## config.mk

```make
export PLATFORM = sky130hd
export DESIGN_NAME = scl_config_top
export DESIGN_NICKNAME = d
export VERILOG_FILES = /design/src/verilog/scl_pkg.sv /design/src/verilog/scl_elastic_buf.sv /design/src/verilog/scl_config_top.sv
export SDC_FILE = /design/constraint.sdc
export NUM_CORES = 1
export LEC_CHECK = 0
export ABC_AREA = 1
export BUFFER_PORTS_ARGS = -buffer_cell sky130_fd_sc_hd__buf_2
export CAP_MARGIN = 20
export CORE_AREA = 2 2 94 96
export CTS_BUF_LIST = sky130_fd_sc_hd__clkbuf_4 sky130_fd_sc_hd__clkbuf_8
export DETAILED_ROUTE_END_ITERATION = 6
export DIE_AREA = 0 0 96 98
export PLACE_DENSITY_LB_ADDON = 0.08
export SYNTH_ARGS = -nofsm -noshare
export SYNTH_HDL_FRONTEND = slang
export SYNTH_SLANG_ARGS = --single-unit
export TNS_END_PERCENT = 1
```

## constraint.sdc

```tcl
create_clock -name clk -period 3.88 [get_ports clk]
set_clock_uncertainty 0.15 [all_clocks]
set_input_delay 0.582 -clock clk [delete_from_list [all_inputs] [get_ports clk]]
set_output_delay 0.582 -clock clk [all_outputs]
set_load 0.02 [all_outputs]
```

## src/verilog/scl_pkg.sv

```systemverilog
// Shared constants and carrier types for the strap, clock and indicator block.
// Assumes a single 20 MHz system clock; all pins are handled as plain signals.
`default_nettype none
package scl_pkg;
  // System clock rate
  localparam int unsigned CLK_HZ = 20_000_000;
  // Indicator blink half period in milliseconds and as clock cycles
  localparam int unsigned BLINK_TIME_MS = 50;
  localparam int unsigned BLINK_CYCLES_DEFAULT = CLK_HZ / 1000 * BLINK_TIME_MS;
  localparam int BLINK_W = 20;
  // Cycles the strap synchronisers need before a sample is trusted
  localparam logic [1:0] SETTLE_CYCLES = 2'h3;
  // Strap values held until the first capture
  localparam logic SEL_STRAP_RESET = 1'b1;
  localparam logic REG_STRAP_RESET = 1'b0;
  // Reference clock half period measurement
  localparam int HALF_W = 6;
  localparam logic [HALF_W-1:0] HALF_MAX = 6'h3F;
  localparam logic [HALF_W-1:0] HALF_MIN = 6'h02;
  // Receive elasticity buffer
  localparam int EB_AW = 3;
  localparam int EB_DEPTH = 8;
  localparam logic [EB_AW:0] EB_START_FILL = 4'h4;

  typedef enum logic [1:0] {
    SCL_ST_RESET = 2'h0,
    SCL_ST_SAMPLE = 2'h1,
    SCL_ST_RUN = 2'h3
  } scl_state_t;

  typedef struct packed {
    logic en;
    logic [1:0] data;
  } scl_tx_t;

  typedef struct packed {
    logic dv;
    logic er;
    logic [1:0] data;
  } scl_rx_t;
endpackage : scl_pkg
`default_nettype wire

```

## src/verilog/scl_elastic_buf.sv

```systemverilog
// Receive elasticity buffer between the recovered line timing and the local reference.
// Assumes both strobes are one-cycle pulses on clk; writes into a full buffer are dropped.
`default_nettype none
module scl_elastic_buf (
  // Clock and reset
  input wire logic clk,
  input wire logic sys_rst,
  // Fill side
  input wire logic wr_en,
  input wire scl_pkg::scl_rx_t wr_data,
  output logic full,
  // Drain side
  input wire logic rd_en,
  output scl_pkg::scl_rx_t rd_data,
  output logic rd_valid
);
  scl_pkg::scl_rx_t mem [scl_pkg::EB_DEPTH];
  logic [scl_pkg::EB_AW:0] wr_ptr;
  logic [scl_pkg::EB_AW:0] rd_ptr;
  logic primed;
  wire [scl_pkg::EB_AW:0] fill = wr_ptr - rd_ptr;
  wire empty = (fill == '0);
  wire do_wr = wr_en && !full;
  wire do_rd = rd_en && primed && !empty;

  assign full = fill[scl_pkg::EB_AW];
  assign rd_data = mem[rd_ptr[scl_pkg::EB_AW-1:0]];
  assign rd_valid = do_rd;

  always_ff @(posedge clk) begin
    if (do_wr) begin
      mem[wr_ptr[scl_pkg::EB_AW-1:0]] <= wr_data;
    end
  end

  // Reading waits for half a buffer so both clocks can drift either way
  always_ff @(posedge clk or posedge sys_rst) begin
    if (sys_rst) begin
      wr_ptr <= '0;
      rd_ptr <= '0;
      primed <= 1'b0;
    end else begin
      if (do_wr) wr_ptr <= wr_ptr + 1'b1;
      if (do_rd) rd_ptr <= rd_ptr + 1'b1;
      if (fill >= scl_pkg::EB_START_FILL) primed <= 1'b1;
      else if (empty) primed <= 1'b0;
    end
  end
endmodule : scl_elastic_buf
`default_nettype wire

```

## src/verilog/scl_config_top.sv

```systemverilog
// Strap capture, reference clock selection, RMII timing and indicator drive.
// Assumes sys_rst is the power-on reset; every pin input is foreign to clk.
`default_nettype none
module scl_config_top #(
  parameter int unsigned BLINK_CYCLES = scl_pkg::BLINK_CYCLES_DEFAULT
) (
  // Clock and power-on reset
  input wire logic clk,
  input wire logic sys_rst,
  // Hardware reset pin
  input wire logic hardware_reset_n,
  // Crystal or clock input, sampled as a link clock
  input wire logic crystal_or_clock_input,
  // Link indicator pin shared with the regulator strap
  input wire logic link_activity_indicator_i,
  output logic link_activity_indicator_o,
  output logic link_activity_indicator_oe,
  // Speed indicator pin shared with the clock-mode strap
  input wire logic speed_indicator_i,
  output logic speed_indicator_o,
  output logic speed_indicator_oe,
  // Shared interrupt or reference clock pin
  output logic shared_irq_clkout_pin_o,
  output logic shared_irq_clkout_pin_oe,
  // Latched configuration
  output logic regulator_enable,
  output logic irq_mode,
  output logic config_ready,
  // Internal status from the transceiver core
  input wire logic link_up,
  input wire logic speed_100,
  input wire logic isolate,
  input wire logic irq_request,
  // RMII transmit from the MAC
  input wire scl_pkg::scl_tx_t rmii_tx,
  // Transmit toward the line
  output scl_pkg::scl_tx_t line_tx,
  // Receive from the line with its recovered clock
  input wire logic rx_recovered_clk,
  input wire scl_pkg::scl_rx_t line_rx,
  // RMII receive toward the MAC
  output scl_pkg::scl_rx_t rmii_rx
);
  function automatic logic [scl_pkg::HALF_W-1:0] half_of(
    input logic [scl_pkg::HALF_W-1:0] v
  );
    half_of = {1'b0, v[scl_pkg::HALF_W-1:1]};
  endfunction : half_of

  // Two-stage synchronisers for every pin input
  logic [1:0] rst_sync;
  logic [1:0] xin_sync;
  logic [1:0] link_activity_indicator_sync;
  logic [1:0] speed_indicator_sync;
  logic [1:0] rxclk_sync;
  scl_pkg::scl_tx_t tx_meta;
  scl_pkg::scl_tx_t tx_sync;
  scl_pkg::scl_rx_t rx_meta;
  scl_pkg::scl_rx_t rx_sync;
  logic xin_d;
  logic rxclk_d;

  always_ff @(posedge clk or posedge sys_rst) begin
    if (sys_rst) begin
      rst_sync <= 2'h0;
      xin_sync <= 2'h0;
      link_activity_indicator_sync <= 2'h0;
      speed_indicator_sync <= 2'h0;
      rxclk_sync <= 2'h0;
      tx_meta <= '0;
      tx_sync <= '0;
      rx_meta <= '0;
      rx_sync <= '0;
      xin_d <= 1'b0;
      rxclk_d <= 1'b0;
    end else begin
      rst_sync <= {rst_sync[0], hardware_reset_n};
      xin_sync <= {xin_sync[0], crystal_or_clock_input};
      link_activity_indicator_sync <= {link_activity_indicator_sync[0], link_activity_indicator_i};
      speed_indicator_sync <= {speed_indicator_sync[0], speed_indicator_i};
      rxclk_sync <= {rxclk_sync[0], rx_recovered_clk};
      tx_meta <= rmii_tx;
      tx_sync <= tx_meta;
      rx_meta <= line_rx;
      rx_sync <= rx_meta;
      xin_d <= xin_sync[1];
      rxclk_d <= rxclk_sync[1];
    end
  end

  wire hw_rst_n_s = rst_sync[1];
  wire xin_s = xin_sync[1];
  wire xin_edge = xin_s ^ xin_d;
  wire xin_rise = xin_s && !xin_d;
  wire rxclk_rise = rxclk_sync[1] && !rxclk_d;

  // Strap capture sequencer
  scl_pkg::scl_state_t state;
  scl_pkg::scl_state_t next_state;
  logic [1:0] settle;
  logic por_pending;
  logic sel_strap;
  logic reg_strap;

  wire settled = (settle == scl_pkg::SETTLE_CYCLES);
  wire running = (state == scl_pkg::SCL_ST_RUN);

  always_comb begin
    next_state = state;
    case (state)
      scl_pkg::SCL_ST_RESET: if (hw_rst_n_s) next_state = scl_pkg::SCL_ST_SAMPLE;
      scl_pkg::SCL_ST_SAMPLE: if (settled) next_state = scl_pkg::SCL_ST_RUN;
      scl_pkg::SCL_ST_RUN: if (!hw_rst_n_s) next_state = scl_pkg::SCL_ST_RESET;
      default: next_state = scl_pkg::SCL_ST_RESET;
    endcase
  end

  // Pins float during capture so the pull resistors set the strap level
  always_ff @(posedge clk or posedge sys_rst) begin
    if (sys_rst) begin
      state <= scl_pkg::SCL_ST_SAMPLE;
      settle <= 2'h0;
      por_pending <= 1'b1;
      sel_strap <= scl_pkg::SEL_STRAP_RESET;
      reg_strap <= scl_pkg::REG_STRAP_RESET;
    end else begin
      state <= next_state;
      settle <= (state == scl_pkg::SCL_ST_SAMPLE && !settled) ? settle + 2'h1 : 2'h0;
      if (state == scl_pkg::SCL_ST_SAMPLE && settled) begin
        sel_strap <= speed_indicator_sync[1];
        if (por_pending) begin
          reg_strap <= link_activity_indicator_sync[1];
          por_pending <= 1'b0;
        end
      end
    end
  end

  // Generated reference: toggles on each input edge and at mid interval, doubling the rate
  logic [scl_pkg::HALF_W-1:0] half_cnt;
  logic [scl_pkg::HALF_W-1:0] half_len;
  logic refo;
  wire mid_hit = (half_len >= scl_pkg::HALF_MIN) && (half_cnt == half_of(half_len));
  wire refo_toggle = xin_edge || mid_hit;
  // Clock-in mode times RMII from the input itself; a 50 MHz input would alias here
  wire ref_tick_c = sel_strap ? xin_rise : (refo_toggle && !refo);
  logic ref_tick;

  always_ff @(posedge clk or posedge sys_rst) begin
    if (sys_rst) begin
      half_cnt <= '0;
      half_len <= '0;
      refo <= 1'b0;
      ref_tick <= 1'b0;
    end else begin
      if (xin_edge) begin
        half_len <= half_cnt;
        half_cnt <= '0;
      end else if (half_cnt != scl_pkg::HALF_MAX) begin
        half_cnt <= half_cnt + 1'b1;
      end
      if (refo_toggle) refo <= !refo;
      ref_tick <= ref_tick_c && running;
    end
  end

  // Receive path through the elasticity buffer
  scl_pkg::scl_rx_t eb_out;
  logic eb_valid;

  scl_elastic_buf u_eb (
    .clk(clk),
    .sys_rst(sys_rst),
    .wr_en(rxclk_rise && running),
    .wr_data(rx_sync),
    .full(),
    .rd_en(ref_tick),
    .rd_data(eb_out),
    .rd_valid(eb_valid)
  );

  // Transmit and receive registered on reference ticks, cleared on any cycle while not running or isolated
  always_ff @(posedge clk or posedge sys_rst) begin
    if (sys_rst) begin
      line_tx <= '0;
      rmii_rx <= '0;
    end else if (!running || isolate) begin
      line_tx <= '0;
      rmii_rx <= '0;
    end else if (ref_tick) begin
      line_tx <= tx_sync;
      rmii_rx <= eb_valid ? eb_out : '0;
    end
  end

  // Activity blink
  logic [scl_pkg::BLINK_W-1:0] blink_cnt;
  logic blink_phase;
  wire blink_wrap = (blink_cnt == scl_pkg::BLINK_W'(BLINK_CYCLES - 1));

  always_ff @(posedge clk or posedge sys_rst) begin
    if (sys_rst) begin
      blink_cnt <= '0;
      blink_phase <= 1'b0;
    end else if (!rmii_rx.dv) begin
      blink_cnt <= '0;
      blink_phase <= 1'b0;
    end else if (blink_wrap) begin
      blink_cnt <= '0;
      blink_phase <= !blink_phase;
    end else begin
      blink_cnt <= blink_cnt + 1'b1;
    end
  end

  wire link_active = link_up && !blink_phase;
  wire speed_active = speed_100 && !isolate;

  // Pin and status outputs
  always_ff @(posedge clk or posedge sys_rst) begin
    if (sys_rst) begin
      link_activity_indicator_o <= 1'b0;
      link_activity_indicator_oe <= 1'b0;
      speed_indicator_o <= 1'b0;
      speed_indicator_oe <= 1'b0;
      shared_irq_clkout_pin_o <= 1'b0;
      shared_irq_clkout_pin_oe <= 1'b0;
      regulator_enable <= 1'b1;
      irq_mode <= 1'b1;
      config_ready <= 1'b0;
    end else begin
      link_activity_indicator_o <= link_active ^ reg_strap;
      link_activity_indicator_oe <= running;
      speed_indicator_o <= speed_active ^ sel_strap;
      speed_indicator_oe <= running;
      shared_irq_clkout_pin_o <= sel_strap ? !irq_request : refo;
      shared_irq_clkout_pin_oe <= running;
      regulator_enable <= !reg_strap;
      irq_mode <= sel_strap;
      config_ready <= running;
    end
  end
endmodule : scl_config_top
`default_nettype wire

```

==> results of run 1 <==
==> area by class of cell <==
cell class	count	area [sq um]	share of cell area, %
sequential	121	3190	55.6
multi-input combinational	319	1640	28.5
clock buffer	17	234	4.07
inverter	58	219	3.81
timing repair buffer	35	180	3.14
clock inverter	15	145	2.53
tap	108	135	2.35
==> layout by cell type, fill, tap and decap left out, types with 3 or more instances in the layout <==
master / n
xnor2_1: 5
dfrtp_1: 84
a21oi_1: 10
edfxtp_1: 32
a22o_1: 3
o21ai_1: 4
nor2_1: 77
inv_2: 3
nand2_1: 88
inv_8: 6
inv_1: 51
nand2_2: 4
clkbuf_8: 17
buf_2: 33
xor2_1: 13
dfstp_2: 5
inv_6: 7
nor2_4: 4
ha_1: 9
clkinv_1: 3
o21ai_0: 35
nor3_1: 19
nand3_1: 34
==> cells by family after synthesis <==
kind of cell / share of synthesized area, %
XOR/XNOR: 3.07
buffers and inverters: 5.81
flip-flops: 62.3
AO/OA/AOI/OAI: 5.86
adder cells (fa/ha/maj): 2.20
AND/OR/NAND/NOR: 20.8
==> cells in the mapped netlist <==
cell type	number	area (sq um)
a211oi_1	1	7.51
a21oi_1	10	50.1
a22o_1	3	26.3
a31oi_1	1	6.26
buf_2	4	20.0
buf_4	4	30.0
buf_6	2	22.5
clkbuf_1	2	7.51
clkinv_1	3	11.3
dfrtp_1	84	2100
dfstp_2	5	131
edfxtp_1	32	961
ha_1	9	113
inv_1	52	195
inv_2	3	11.3
nand2_1	88	330
nand2_2	4	25.0
nand3_1	34	170
nand3_2	1	10.0
nand3_4	1	17.5
nand3b_4	1	20.0
nand4_1	2	12.5
nor2_1	77	289
nor2_4	4	45.0
nor3_1	19	95.1
nor3_2	2	20.0
nor3_4	1	16.3
nor3b_1	2	15.0
o211ai_1	1	7.51
o21ai_0	35	175
o21ai_1	4	20.0
o31ai_1	1	7.51
xnor2_1	5	43.8
xor2_1	13	114
==> stage by stage <==
stage	hold WS (ns)	cells	area [sq um]	util (%)	power, uW
floorplan	0.181	510	5130	-	2010
global placement	0.182	641	5370	63.4	2140
detailed placement	0.185	641	5370	63.4	2160
CTS	0.0729	673	5740	67.9	3240
global route	0.0596	673	5740	67.9	3410
finish	0.0962	673	5740	67.9	3210
==> per-layer routing <==
layer  wire length [um]  vias up
li1                   -     1745
met1               4130     1674
met2               4300       93
met3                520       17
met4                119        0
met5                  0        -
==> worst register-to-register path, cell delays in order (launching register included) <==
cell	delay, ns
dfrtp_1	0.56
clkinv_1	0.34
ha_1	0.39
nand2_1	0.09
nand3_1	0.09
nand2_1	0.07
nand2_1	0.05
nand2_2	0.10
nand3_4	0.18
nor3_1	0.48
==> worst max path at each step <==
stage / start / endpoint / slack (ns) / cells after the start
3_5_place_dp: u_eb.rd_ptr[1]$_DFFE_PP0N_ / u_eb.mem[3][1]$_DFFE_PP_ / 1.06 / 9
6_report: u_eb.rd_ptr[1]$_DFFE_PP0N_ / u_eb.mem[1][0]$_DFFE_PP_ / 1.04 / 9
2_1_floorplan: sys_rst / blink_cnt[0]$_DFF_PP0_ / 0.85 / 1
5_1_grt: u_eb.rd_ptr[1]$_DFFE_PP0N_ / u_eb.mem[3][2]$_DFFE_PP_ / 0.80 / 9
3_3_place_gp: u_eb.rd_ptr[1]$_DFFE_PP0N_ / u_eb.mem[4][1]$_DFFE_PP_ / 1.20 / 9
4_1_cts: u_eb.rd_ptr[1]$_DFFE_PP0N_ / u_eb.mem[3][2]$_DFFE_PP_ / 1.06 / 9
==> report_power, final <==
group / leakage [uW] / total (uW) / internal, uW / switching (uW)
registers: 0.00143 / 1520 / 1420 / 105
logic: 0.000938 / 613 / 198 / 415
clock network: 0.000195 / 1070 / 481 / 591
total: 0.00256 / 3210 / 2100 / 1110
==> flip-flops by register name (all words and copies together), names as in the netlist, 3 cells and up <==
register     count
u_eb.wr_ptr      4
rx_meta          4
rx_sync          4
u_eb.rd_ptr      4
half_cnt         6
rmii_rx          4
blink_cnt       20
tx_meta          3
line_tx          3
tx_sync          3
half_len         5
u_eb.mem        32
==> metrics.md, run 1 <==
| Metric | Value |
|---|---|
| TritonRoute pass-1 iters | 4 |
| Critical path, cell by cell | clkinv_1, ha_1, nand2_1, nand3_1, nand2_1, nand2_1, nand2_2, nand3_4, nor3_1 |
| WHS Path Cells | 1 |
| Die Y | 98 um |
| Max_cap viols | 0 |
| Max stage delay on crit path | 0.56 ns |
| Synth-to-Final Area Change | 12.0% |
| Setup slack, reg-to-reg | 1.04 ns |
| Clock Path Buffers | 2 |
| Worst R2R Path Depth | 9 |
| Root Driver | clkbuf_8 |
| Fin crit period | 2.84 ns |
| Reg-to-Reg Start | u_eb.rd_ptr[1]$_DFFE_PP0N_ |
| Worst hold path class | input pin to flop |
| Worst-path clk slew | 0.08 ns |
| Cell area after synthesis | 0.00513 sq mm |
| Max VDD drop | 0.421 mV |
| CP max-delay cell | dfrtp_1 |
| Worst relative slew slack | 38.5% |
| Setup-failing EPs final | 0 |
| Met3 usage | 6.94% |
| HPWL Detailed | 6.46 mm |
| CTS tree | yes |
| Final WS setup | 1.04 ns |
| Worst setup EP type | flop |
| Hold path startpoint | rmii_tx[0] |
| CP most frequent cell | nand2_1 |
| P per Cell Area | 559 mW/mm^2 |
| FILL cells | 647 |
| Die ar. | 0.00941 sq mm |
| Syn Area/Cell | 10.1 sq um |
| Routed WL | 9.07 mm |
| Part of the cycle the worst path needs | 73.2% |
| RSZ-0062 raised after global routing | false |
| Via/cell ratio | 5.24 |
| Setup crit start kind | flop |
| Hold Vio Cnt, Final | 0 |
| Routed Antenna Nets | 0 |
| GR Overflow Total | 0 |
| Worst slew pin tran | 0.916 ns |
| Slew Limit Fails | 0 |
| Largest net degree at the start of global routing | 51 |
| # hold bufs at CTS | 0 |
| Syn nets | 537 |
| Starting Density | 60.6% |
| DRT iter0 DRCs | 215 |
| GP Congestion | 0.822 |
| I/O Buffers | 33 |
| Chip Width | 96 um |
| Fraction of layout cells with a size suffix above 1 | 15.9% |
| Vias in the first global route | 3,504 |
| WP buf/inv | 1 |
| Post-placement worst setup slack | 1.06 ns |
| YS warnings | 0 |
| Grt met2 use | 34.0% |
| CORE AREA | 0.00847 sq mm |
| WS Path Type | flop to flop |
| Row cnt | 34 |
| Ports | 34 |
| Post-Synthesis Cells | 510 |
| Post-CTS Resized | 0 |
| First-pass GRT wire length | 15.9 mm |
| Sequential cell area fraction in the yosys report | 62.3% |
| Later-pin clock latency in the skew report | 0.43 ns |
| CP max FO | 15 |
| GR Util met1 | 29.3% |
| GRT Max-Usage Layer | met2 |
| CTS H-tree lvls | 4 |
| Netlist cell types | 34 |
| Detailed-route via count | 3,529 |
| Wirelength per Cell | 13.5 um |
| Tot GR Track Use | 22.3% |
| CP Data Arrival Time | 2.77 ns |
| Hold worst-path end | tx_meta[0]$_DFF_PP0_ |
| CTS buffer count | 17 |
| CTS Sinks | 121 |
| Post-synthesis register bit count | 121 |
| DR DRC count | 0 |
| Crit path max-delay family | simple AND/OR/NAND/NOR gates |
| Fin Setup TNS | 0 ns |
| Fin nets | 579 |
| # diodes | 0 |
| Lkg Pwr | 0.00256 uW |
| Reg2reg end | u_eb.mem[1][0]$_DFFE_PP_ |
| Fmax | 352 MHz |
| Post-CTS Setup Repair Bufs | 0 |
| WP data required | 3.81 ns |
| Status | finished, final reports clean |
| Initial antenna violation count | 0 |
No activity file was read; power rests on OpenSTA's default activity.
==> run 2, diff against run 1 <==
==> constraint.sdc (replaced) <==
create_clock -name clk -period 2.97 [get_ports clk]
set_clock_uncertainty 0.15 [all_clocks]
set_input_delay 0.4455 -clock clk [delete_from_list [all_inputs] [get_ports clk]]
set_output_delay 0.4455 -clock clk [all_outputs]
set_load 0.02 [all_outputs]
==> run 2 against run 1 <==
- count of clock-buffer cells in the layout up 1
- flip-flop and latch count unchanged
- routed wire length is 0.35% lower
- first-iteration DRC count down 21%
- clock power rose by 29%
- critical endpoint is now u_eb.mem[6][3]$_DFFE_PP_
- largest power group unchanged
- highest routed layer unchanged
==> metrics.md, run 2 (synthesis results as in run 1) <==
| Metric | Value |
|---|---|
| Cells after DPL | 644 (+0.47%) |
| Status | finished, final reports clean |
| Hold Vio Cnt, Final | 0 (unchanged) |
| Wirelength per Cell | 13.1 um (-2.7%) |
| Fmax | 380 MHz (+7.9%) |
| I/O Buffers | 33 (unchanged) |
| GP Congestion | 0.863 (+5.0%) |
| Critical path, cell by cell | clkinv_1, ha_1, nand2_1, nand3_1, nand2_1, nand2_1, nand2_2, nand3_4, nor3_1 |
| TritonRoute pass-1 iters | 5 (+1) |
| Worst hold path class | input pin to flop |
| GR Overflow Total | 0 (unchanged) |
| Synth-to-Final Area Change | 15.3% |
| Root Driver | clkbuf_8 |
| WP data required | 2.88 ns (-0.93 ns) |
| WP buf/inv | 1 (unchanged) |
| Starting Density | 60.6% (unchanged) |
| WS Path Type | flop to flop |
| Detailed-route via count | 3,536 (+0.20%) |
| Part of the cycle the worst path needs | 88.6% (+15 points) |
| Later-pin clock latency in the skew report | 0.42 ns (about the same) |
| Final cell utilization of the core | 69.9% (+2.0 points) |
| Routed Antenna Nets | 0 (unchanged) |
| Ports | 34 (unchanged) |
| CP most frequent cell | nand2_1 |
| First-pass GRT wire length | 16.0 mm (+0.91%) |
| Worst-path clk slew | 0.08 ns (about the same) |
| CP max FO | 15 (unchanged) |
| Fraction of layout cells with a size suffix above 1 | 16.0% (+0.078 points) |
| Die Y | 98 um (unchanged) |
| Max_cap viols | 0 (unchanged) |
| HPWL Detailed | 6.47 mm (+0.26%) |
| Worst slew pin tran | 0.579 ns (-0.337 ns) |
| Post-CTS Resized | 0 (unchanged) |
| Setup crit start kind | flop |
| P per Cell Area | 712 mW/mm^2 (+28%) |
| Leading cell type in the layout, fill and taps excluded | nand2_1 |
| Via/cell ratio | 5.13 (-2.1%) |
| Post-Layout Cell Count | 689 (+2.4%) |
| DR DRC count | 0 (unchanged) |
| Lkg Pwr | 0.00263 uW (+2.6%) |
| Largest register FFs | 32 (unchanged) |
| CTS buffer count | 17 (unchanged) |
| Max VDD drop | 0.470 mV (+12%) |
| CP max-delay cell | dfrtp_1 |
| Row cnt | 34 (unchanged) |
| Clock Path Buffers | 2 (unchanged) |
| Slew Limit Fails | 0 (unchanged) |
| Worst setup EP type | flop |
| Vias in the first global route | 3,587 (+2.4%) |
| CP Data Arrival Time | 2.54 ns (-0.23 ns) |
| Initial antenna violation count | 0 (unchanged) |
| Max stage delay on crit path | 0.55 ns (about the same) |
| Die ar. | 0.00941 sq mm (unchanged) |
| CTS Sinks | 121 (unchanged) |
| Fin crit period | 2.63 ns (-0.209 ns) |
| Chip Width | 96 um (unchanged) |
| Commonest non-fill, non-tap cells in the layout | nand2_1, dfrtp_1, nor2_1 |
| Tot GR Track Use | 22.3% (-0.069 points) |
| Fin nets | 595 (+2.8%) |
| CTS H-tree lvls | 4 (unchanged) |
| Largest net degree at the start of global routing | 56 (+9.8%) |
| # diodes | 0 (unchanged) |
| Crit path max-delay family | simple AND/OR/NAND/NOR gates |
| Setup-failing EPs final | 0 (unchanged) |
| Routed WL | 9.04 mm (-0.35%) |
| CORE AREA | 0.00847 sq mm (unchanged) |
| CTS tree | yes |
| RSZ-0062 raised after global routing | false |
| Fin Setup TNS | 0 ns (unchanged) |
| Worst relative slew slack | 61.4% (+23 points) |
| DRT iter0 DRCs | 169 (-21%) |
[run 2: stage by stage]
stage	total power, uW	hold slack, ns	instance area [sq um]	setup WS, ns
finish	4210	0.0814	5920	0.339
global route	4490	0.0542	5920	0.0167
CTS	4250	0.0601	5920	0.316
detailed placement	2860	0.186	5400	0.336
global placement	2820	0.182	5400	0.471
floorplan	2630	0.181	5130	0.0759
[run 2: report_power, final]
| part | switching [uW] | leakage (uW) | total (uW) | internal (uW) |
|---|---|---|---|---|
| combinational | 576 | 0.00101 | 869 | 293 |
| sequential | 114 | 0.00143 | 1970 | 1850 |
| clock | 675 | 0.000188 | 1380 | 701 |
[run 2: worst paths after layout]
path / to / slack (ns) / start / cells past startpoint
max reg2reg: u_eb.mem[6][3]$_DFFE_PP_ / 0.34 / u_eb.rd_ptr[1]$_DFFE_PP0N_ / 9
min reg2reg: tx_sync[0]$_DFF_PP0_ / 0.20 / tx_meta[0]$_DFF_PP0_ / 0
min: shared_irq_clkout_pin_o$_DFF_PP0_ / 0.08 / irq_request / 2
max in group asynchronous: u_eb.wr_ptr[3]$_DFFE_PP0P_ / 1.54 / sys_rst / 4
max: u_eb.mem[6][3]$_DFFE_PP_ / 0.34 / u_eb.rd_ptr[1]$_DFFE_PP0N_ / 9
min in group asynchronous: reg_strap$_DFFE_PP0P_ / 0.46 / sys_rst / 3
[run 2: layout make-up]
type	instances	area, sq um
sequential	121	3190
fill	619	2550
multi-input combinational	319	1640
timing repair buffer	51	345
clock buffer	18	248
inverter	58	219
clock inverter	14	138
tap	108	135
[run 2: metal layers]
| layer | share of wire (%) | global-route usage (%) | routed length [um] |
|---|---|---|---|
| met5 | 0 | 0 | 0 |
| met4 | 1.1 | 7.25 | 102 |
| met3 | 4.4 | 5.63 | 394 |
| met2 | 48 | 34.7 | 4340 |
| met1 | 46 | 30.8 | 4200 |
[run 2: what timing repair did]
item	CTS	global route
endpoints found under the hold margin	41	0
endpoints found under the setup margin	0	0
buffers inserted	0	0
hold buffers	13	0
==> run 3, diff against run 2 <==
--- a/config.mk
+++ b/config.mk
@@ -12,7 +12,7 @@
 export CTS_BUF_LIST = sky130_fd_sc_hd__clkbuf_4 sky130_fd_sc_hd__clkbuf_8
 export DETAILED_ROUTE_END_ITERATION = 6
 export DIE_AREA = 0 0 96 98
-export PLACE_DENSITY_LB_ADDON = 0.08
+export PLACE_DENSITY_LB_ADDON = 0.3
 export SYNTH_ARGS = -nofsm -noshare
 export SYNTH_HDL_FRONTEND = slang
 export SYNTH_SLANG_ARGS = --single-unit
==> run 3 against run 2 <==
- non-clock buffer count increased by 1
- critical path depth did not move
- combinational power rose by 3.7%
- sequential share of layout area about the same
- final area is essentially flat
- routed wire length up 11%
- cell count rose by 0.15%
==> metrics.md, run 3 (synthesis results as in run 1) <==
| Metric | Value |
|---|---|
| Status | finished, final reports clean |
| Fin crit period | 2.59 ns (-0.0384 ns) |
| CTS buffer count | 17 (unchanged) |
| Finished Cell Area | 0.00592 sq mm (about the same) |
| CP max FO | 15 (unchanged) |
| CP Data Arrival Time | 2.51 ns (-0.03 ns) |
| Final WS setup | 0.378 ns (+0.0384 ns) |
| Commonest non-fill, non-tap cells in the layout | nand2_1, dfrtp_1, nor2_1 |
| Tot GR Track Use | 24.5% (+2.3 points) |
| Starting Density | 60.6% (unchanged) |
| Placed cell area | 0.00540 sq mm (about the same) |
| Vias in the first global route | 3,814 (+6.3%) |
| WS Path Type | flop to flop |
| CTS Sinks | 121 (unchanged) |
| Max_cap viols | 0 (unchanged) |
| Largest register FFs | 32 (unchanged) |
| Die ar. | 0.00941 sq mm (unchanged) |
| Synth-to-Final Area Change | 15.4% (about the same) |
| I/O Buffers | 33 (unchanged) |
| DRT iter0 DRCs | 306 (+81%) |
| First-pass GRT wire length | 17.3 mm (+8.3%) |
| Ports | 34 (unchanged) |
| Fmax | 386 MHz (+1.5%) |
| Clock Path Buffers | 2 (unchanged) |
| Lkg Pwr | 0.00264 uW (+0.52%) |
| Slew Limit Fails | 0 (unchanged) |
| Worst relative slew slack | 54.8% (-6.6 points) |
| TritonRoute pass-1 iters | 5 (unchanged) |
| Routed Antenna Nets | 0 (unchanged) |
| Setup-failing EPs final | 0 (unchanged) |
| Detailed-route via count | 3,719 (+5.2%) |
| Reg-to-Reg Start | u_eb.rd_ptr[2]$_DFFE_PP0N_ |
| WHS Path Cells | 2 (unchanged) |
| Post-placement worst setup slack | 0.412 ns (+0.0757 ns) |
| GR Overflow Total | 0 (unchanged) |
| Initial antenna violation count | 0 (unchanged) |
| Part of the cycle the worst path needs | 87.3% (-1.3 points) |
| Worst R2R Path Depth | 9 (unchanged) |
| DR DRC count | 0 (unchanged) |
| CTS tree | yes |
| Worst-path clk slew | 0.09 ns (about the same) |
| Final Power | 4310 uW (+2.4%) |
| Worst hold-check slack | 0.0438 ns (-0.0376 ns) |
| Largest net degree at the start of global routing | 42 (-25%) |
| # diodes | 0 (unchanged) |
| CTS H-tree lvls | 4 (unchanged) |
| Die Y | 98 um (unchanged) |
| Fin Setup TNS | 0 ns (unchanged) |
| Via/cell ratio | 5.39 (+5.0%) |
| Wirelength per Cell | 14.6 um (+11%) |
| Post-CTS Resized | 0 (unchanged) |
| Crit. Startpoint | u_eb.rd_ptr[2]$_DFFE_PP0N_ |
| Hold path startpoint | irq_request |
| Worst setup EP type | flop |
| Max VDD drop | 0.482 mV (+2.6%) |
| Worst hold path class | input pin to flop |
| Post-CTS Setup Repair Bufs | 0 (unchanged) |
| CORE AREA | 0.00847 sq mm (unchanged) |
| HPWL Detailed | 6.90 mm (+6.6%) |
| Later-pin clock latency in the skew report | 0.43 ns (about the same) |
| RSZ-0062 raised after global routing | false |
| Chip Width | 96 um (unchanged) |
| Worst slew pin tran | 0.677 ns (+0.0987 ns) |
| Routed WL | 10.1 mm (+11%) |
| Fin nets | 596 (+0.17%) |
| Hold Vio Cnt, Final | 0 (unchanged) |
| Leading cell type in the layout, fill and taps excluded | nand2_1 |
| P per Cell Area | 728 mW/mm^2 (+2.3%) |
| Setup crit start kind | flop |
| Setup slack, reg-to-reg | 0.38 ns (+0.04 ns) |
| WP data required | 2.88 ns (about the same) |
| Row cnt | 34 (unchanged) |
| GP Congestion | 0.874 (+1.2%) |
| Fraction of layout cells with a size suffix above 1 | 16.2% (+0.14 points) |
| Root Driver | clkbuf_8 |
run 3: cell count changes in the layout (fill, tap and decap cells not counted):
cell,change
buf_12,-1
inv_6,+2
clkinv_4,-1
buf_4,+2
clkinvlp_4,-2
inv_4,-1
inv_8,+2
run 3: final timing paths:
check | end
worst min register to register | rx_sync[2]$_DFF_PP0_
min in group asynchronous | tx_sync[2]$_DFF_PP0_
worst max-delay path | u_eb.mem[1][0]$_DFFE_PP_
worst min-delay path | shared_irq_clkout_pin_o$_DFF_PP0_
max in group asynchronous | state[0]$_DFFE_PP1P_
worst max register to register | u_eb.mem[1][0]$_DFFE_PP_
run 3: critical path, stage by stage (launching register included):
cell and delay (ns):
dfrtp_1 0.50, inv_1 0.16, ha_1 0.35, inv_1 0.08, nand2_1 0.08, nand2_1 0.07, nand2_1 0.06, nand2_2 0.10
nand3_4 0.18, nor3_1 0.50
run 3: power breakdown:
part	leakage (uW)	internal, uW	total (uW)	switching, uW
clock network	0.000200	717	1450	733
registers	0.00143	1850	1960	108
logic	0.00101	292	901	609
total	0.00264	2860	4310	1450
run 3: layout make-up:
class / instances / area, sq um
clock buffer: 18 / 248
clock inverter: 14 / 148
fill: 583 / 2540
inverter: 58 / 219
multi-input combinational: 319 / 1640
sequential: 121 / 3190
tap: 108 / 135
timing repair buffer: 52 / 340
run 3: routing by layer:
layer | wire (um) | track usage (%) | share of wire [%] | up-vias
li1 | - | - | - | 1783
met3 | 503 | 6.48 | 5.0 | 27
met2 | 5090 | 39.0 | 51 | 118
met5 | 0 | 0 | 0 | -
met1 | 4210 | 32.1 | 42 | 1791
met4 | 252 | 9.89 | 2.5 | 0
run 3: stage by stage:
stage / instances / util (%)
global placement: 645 / 63.7
floorplan: 510 / -
detailed placement: 645 / 63.7
finish: 690 / 69.9
CTS: 690 / 69.9
global route: 690 / 69.9
run 3: repair_timing:
action	4_1_cts	5_1_grt
endpoints found under the hold margin	47	0
hold buffers	13	0
setup endpoints to repair	0	0
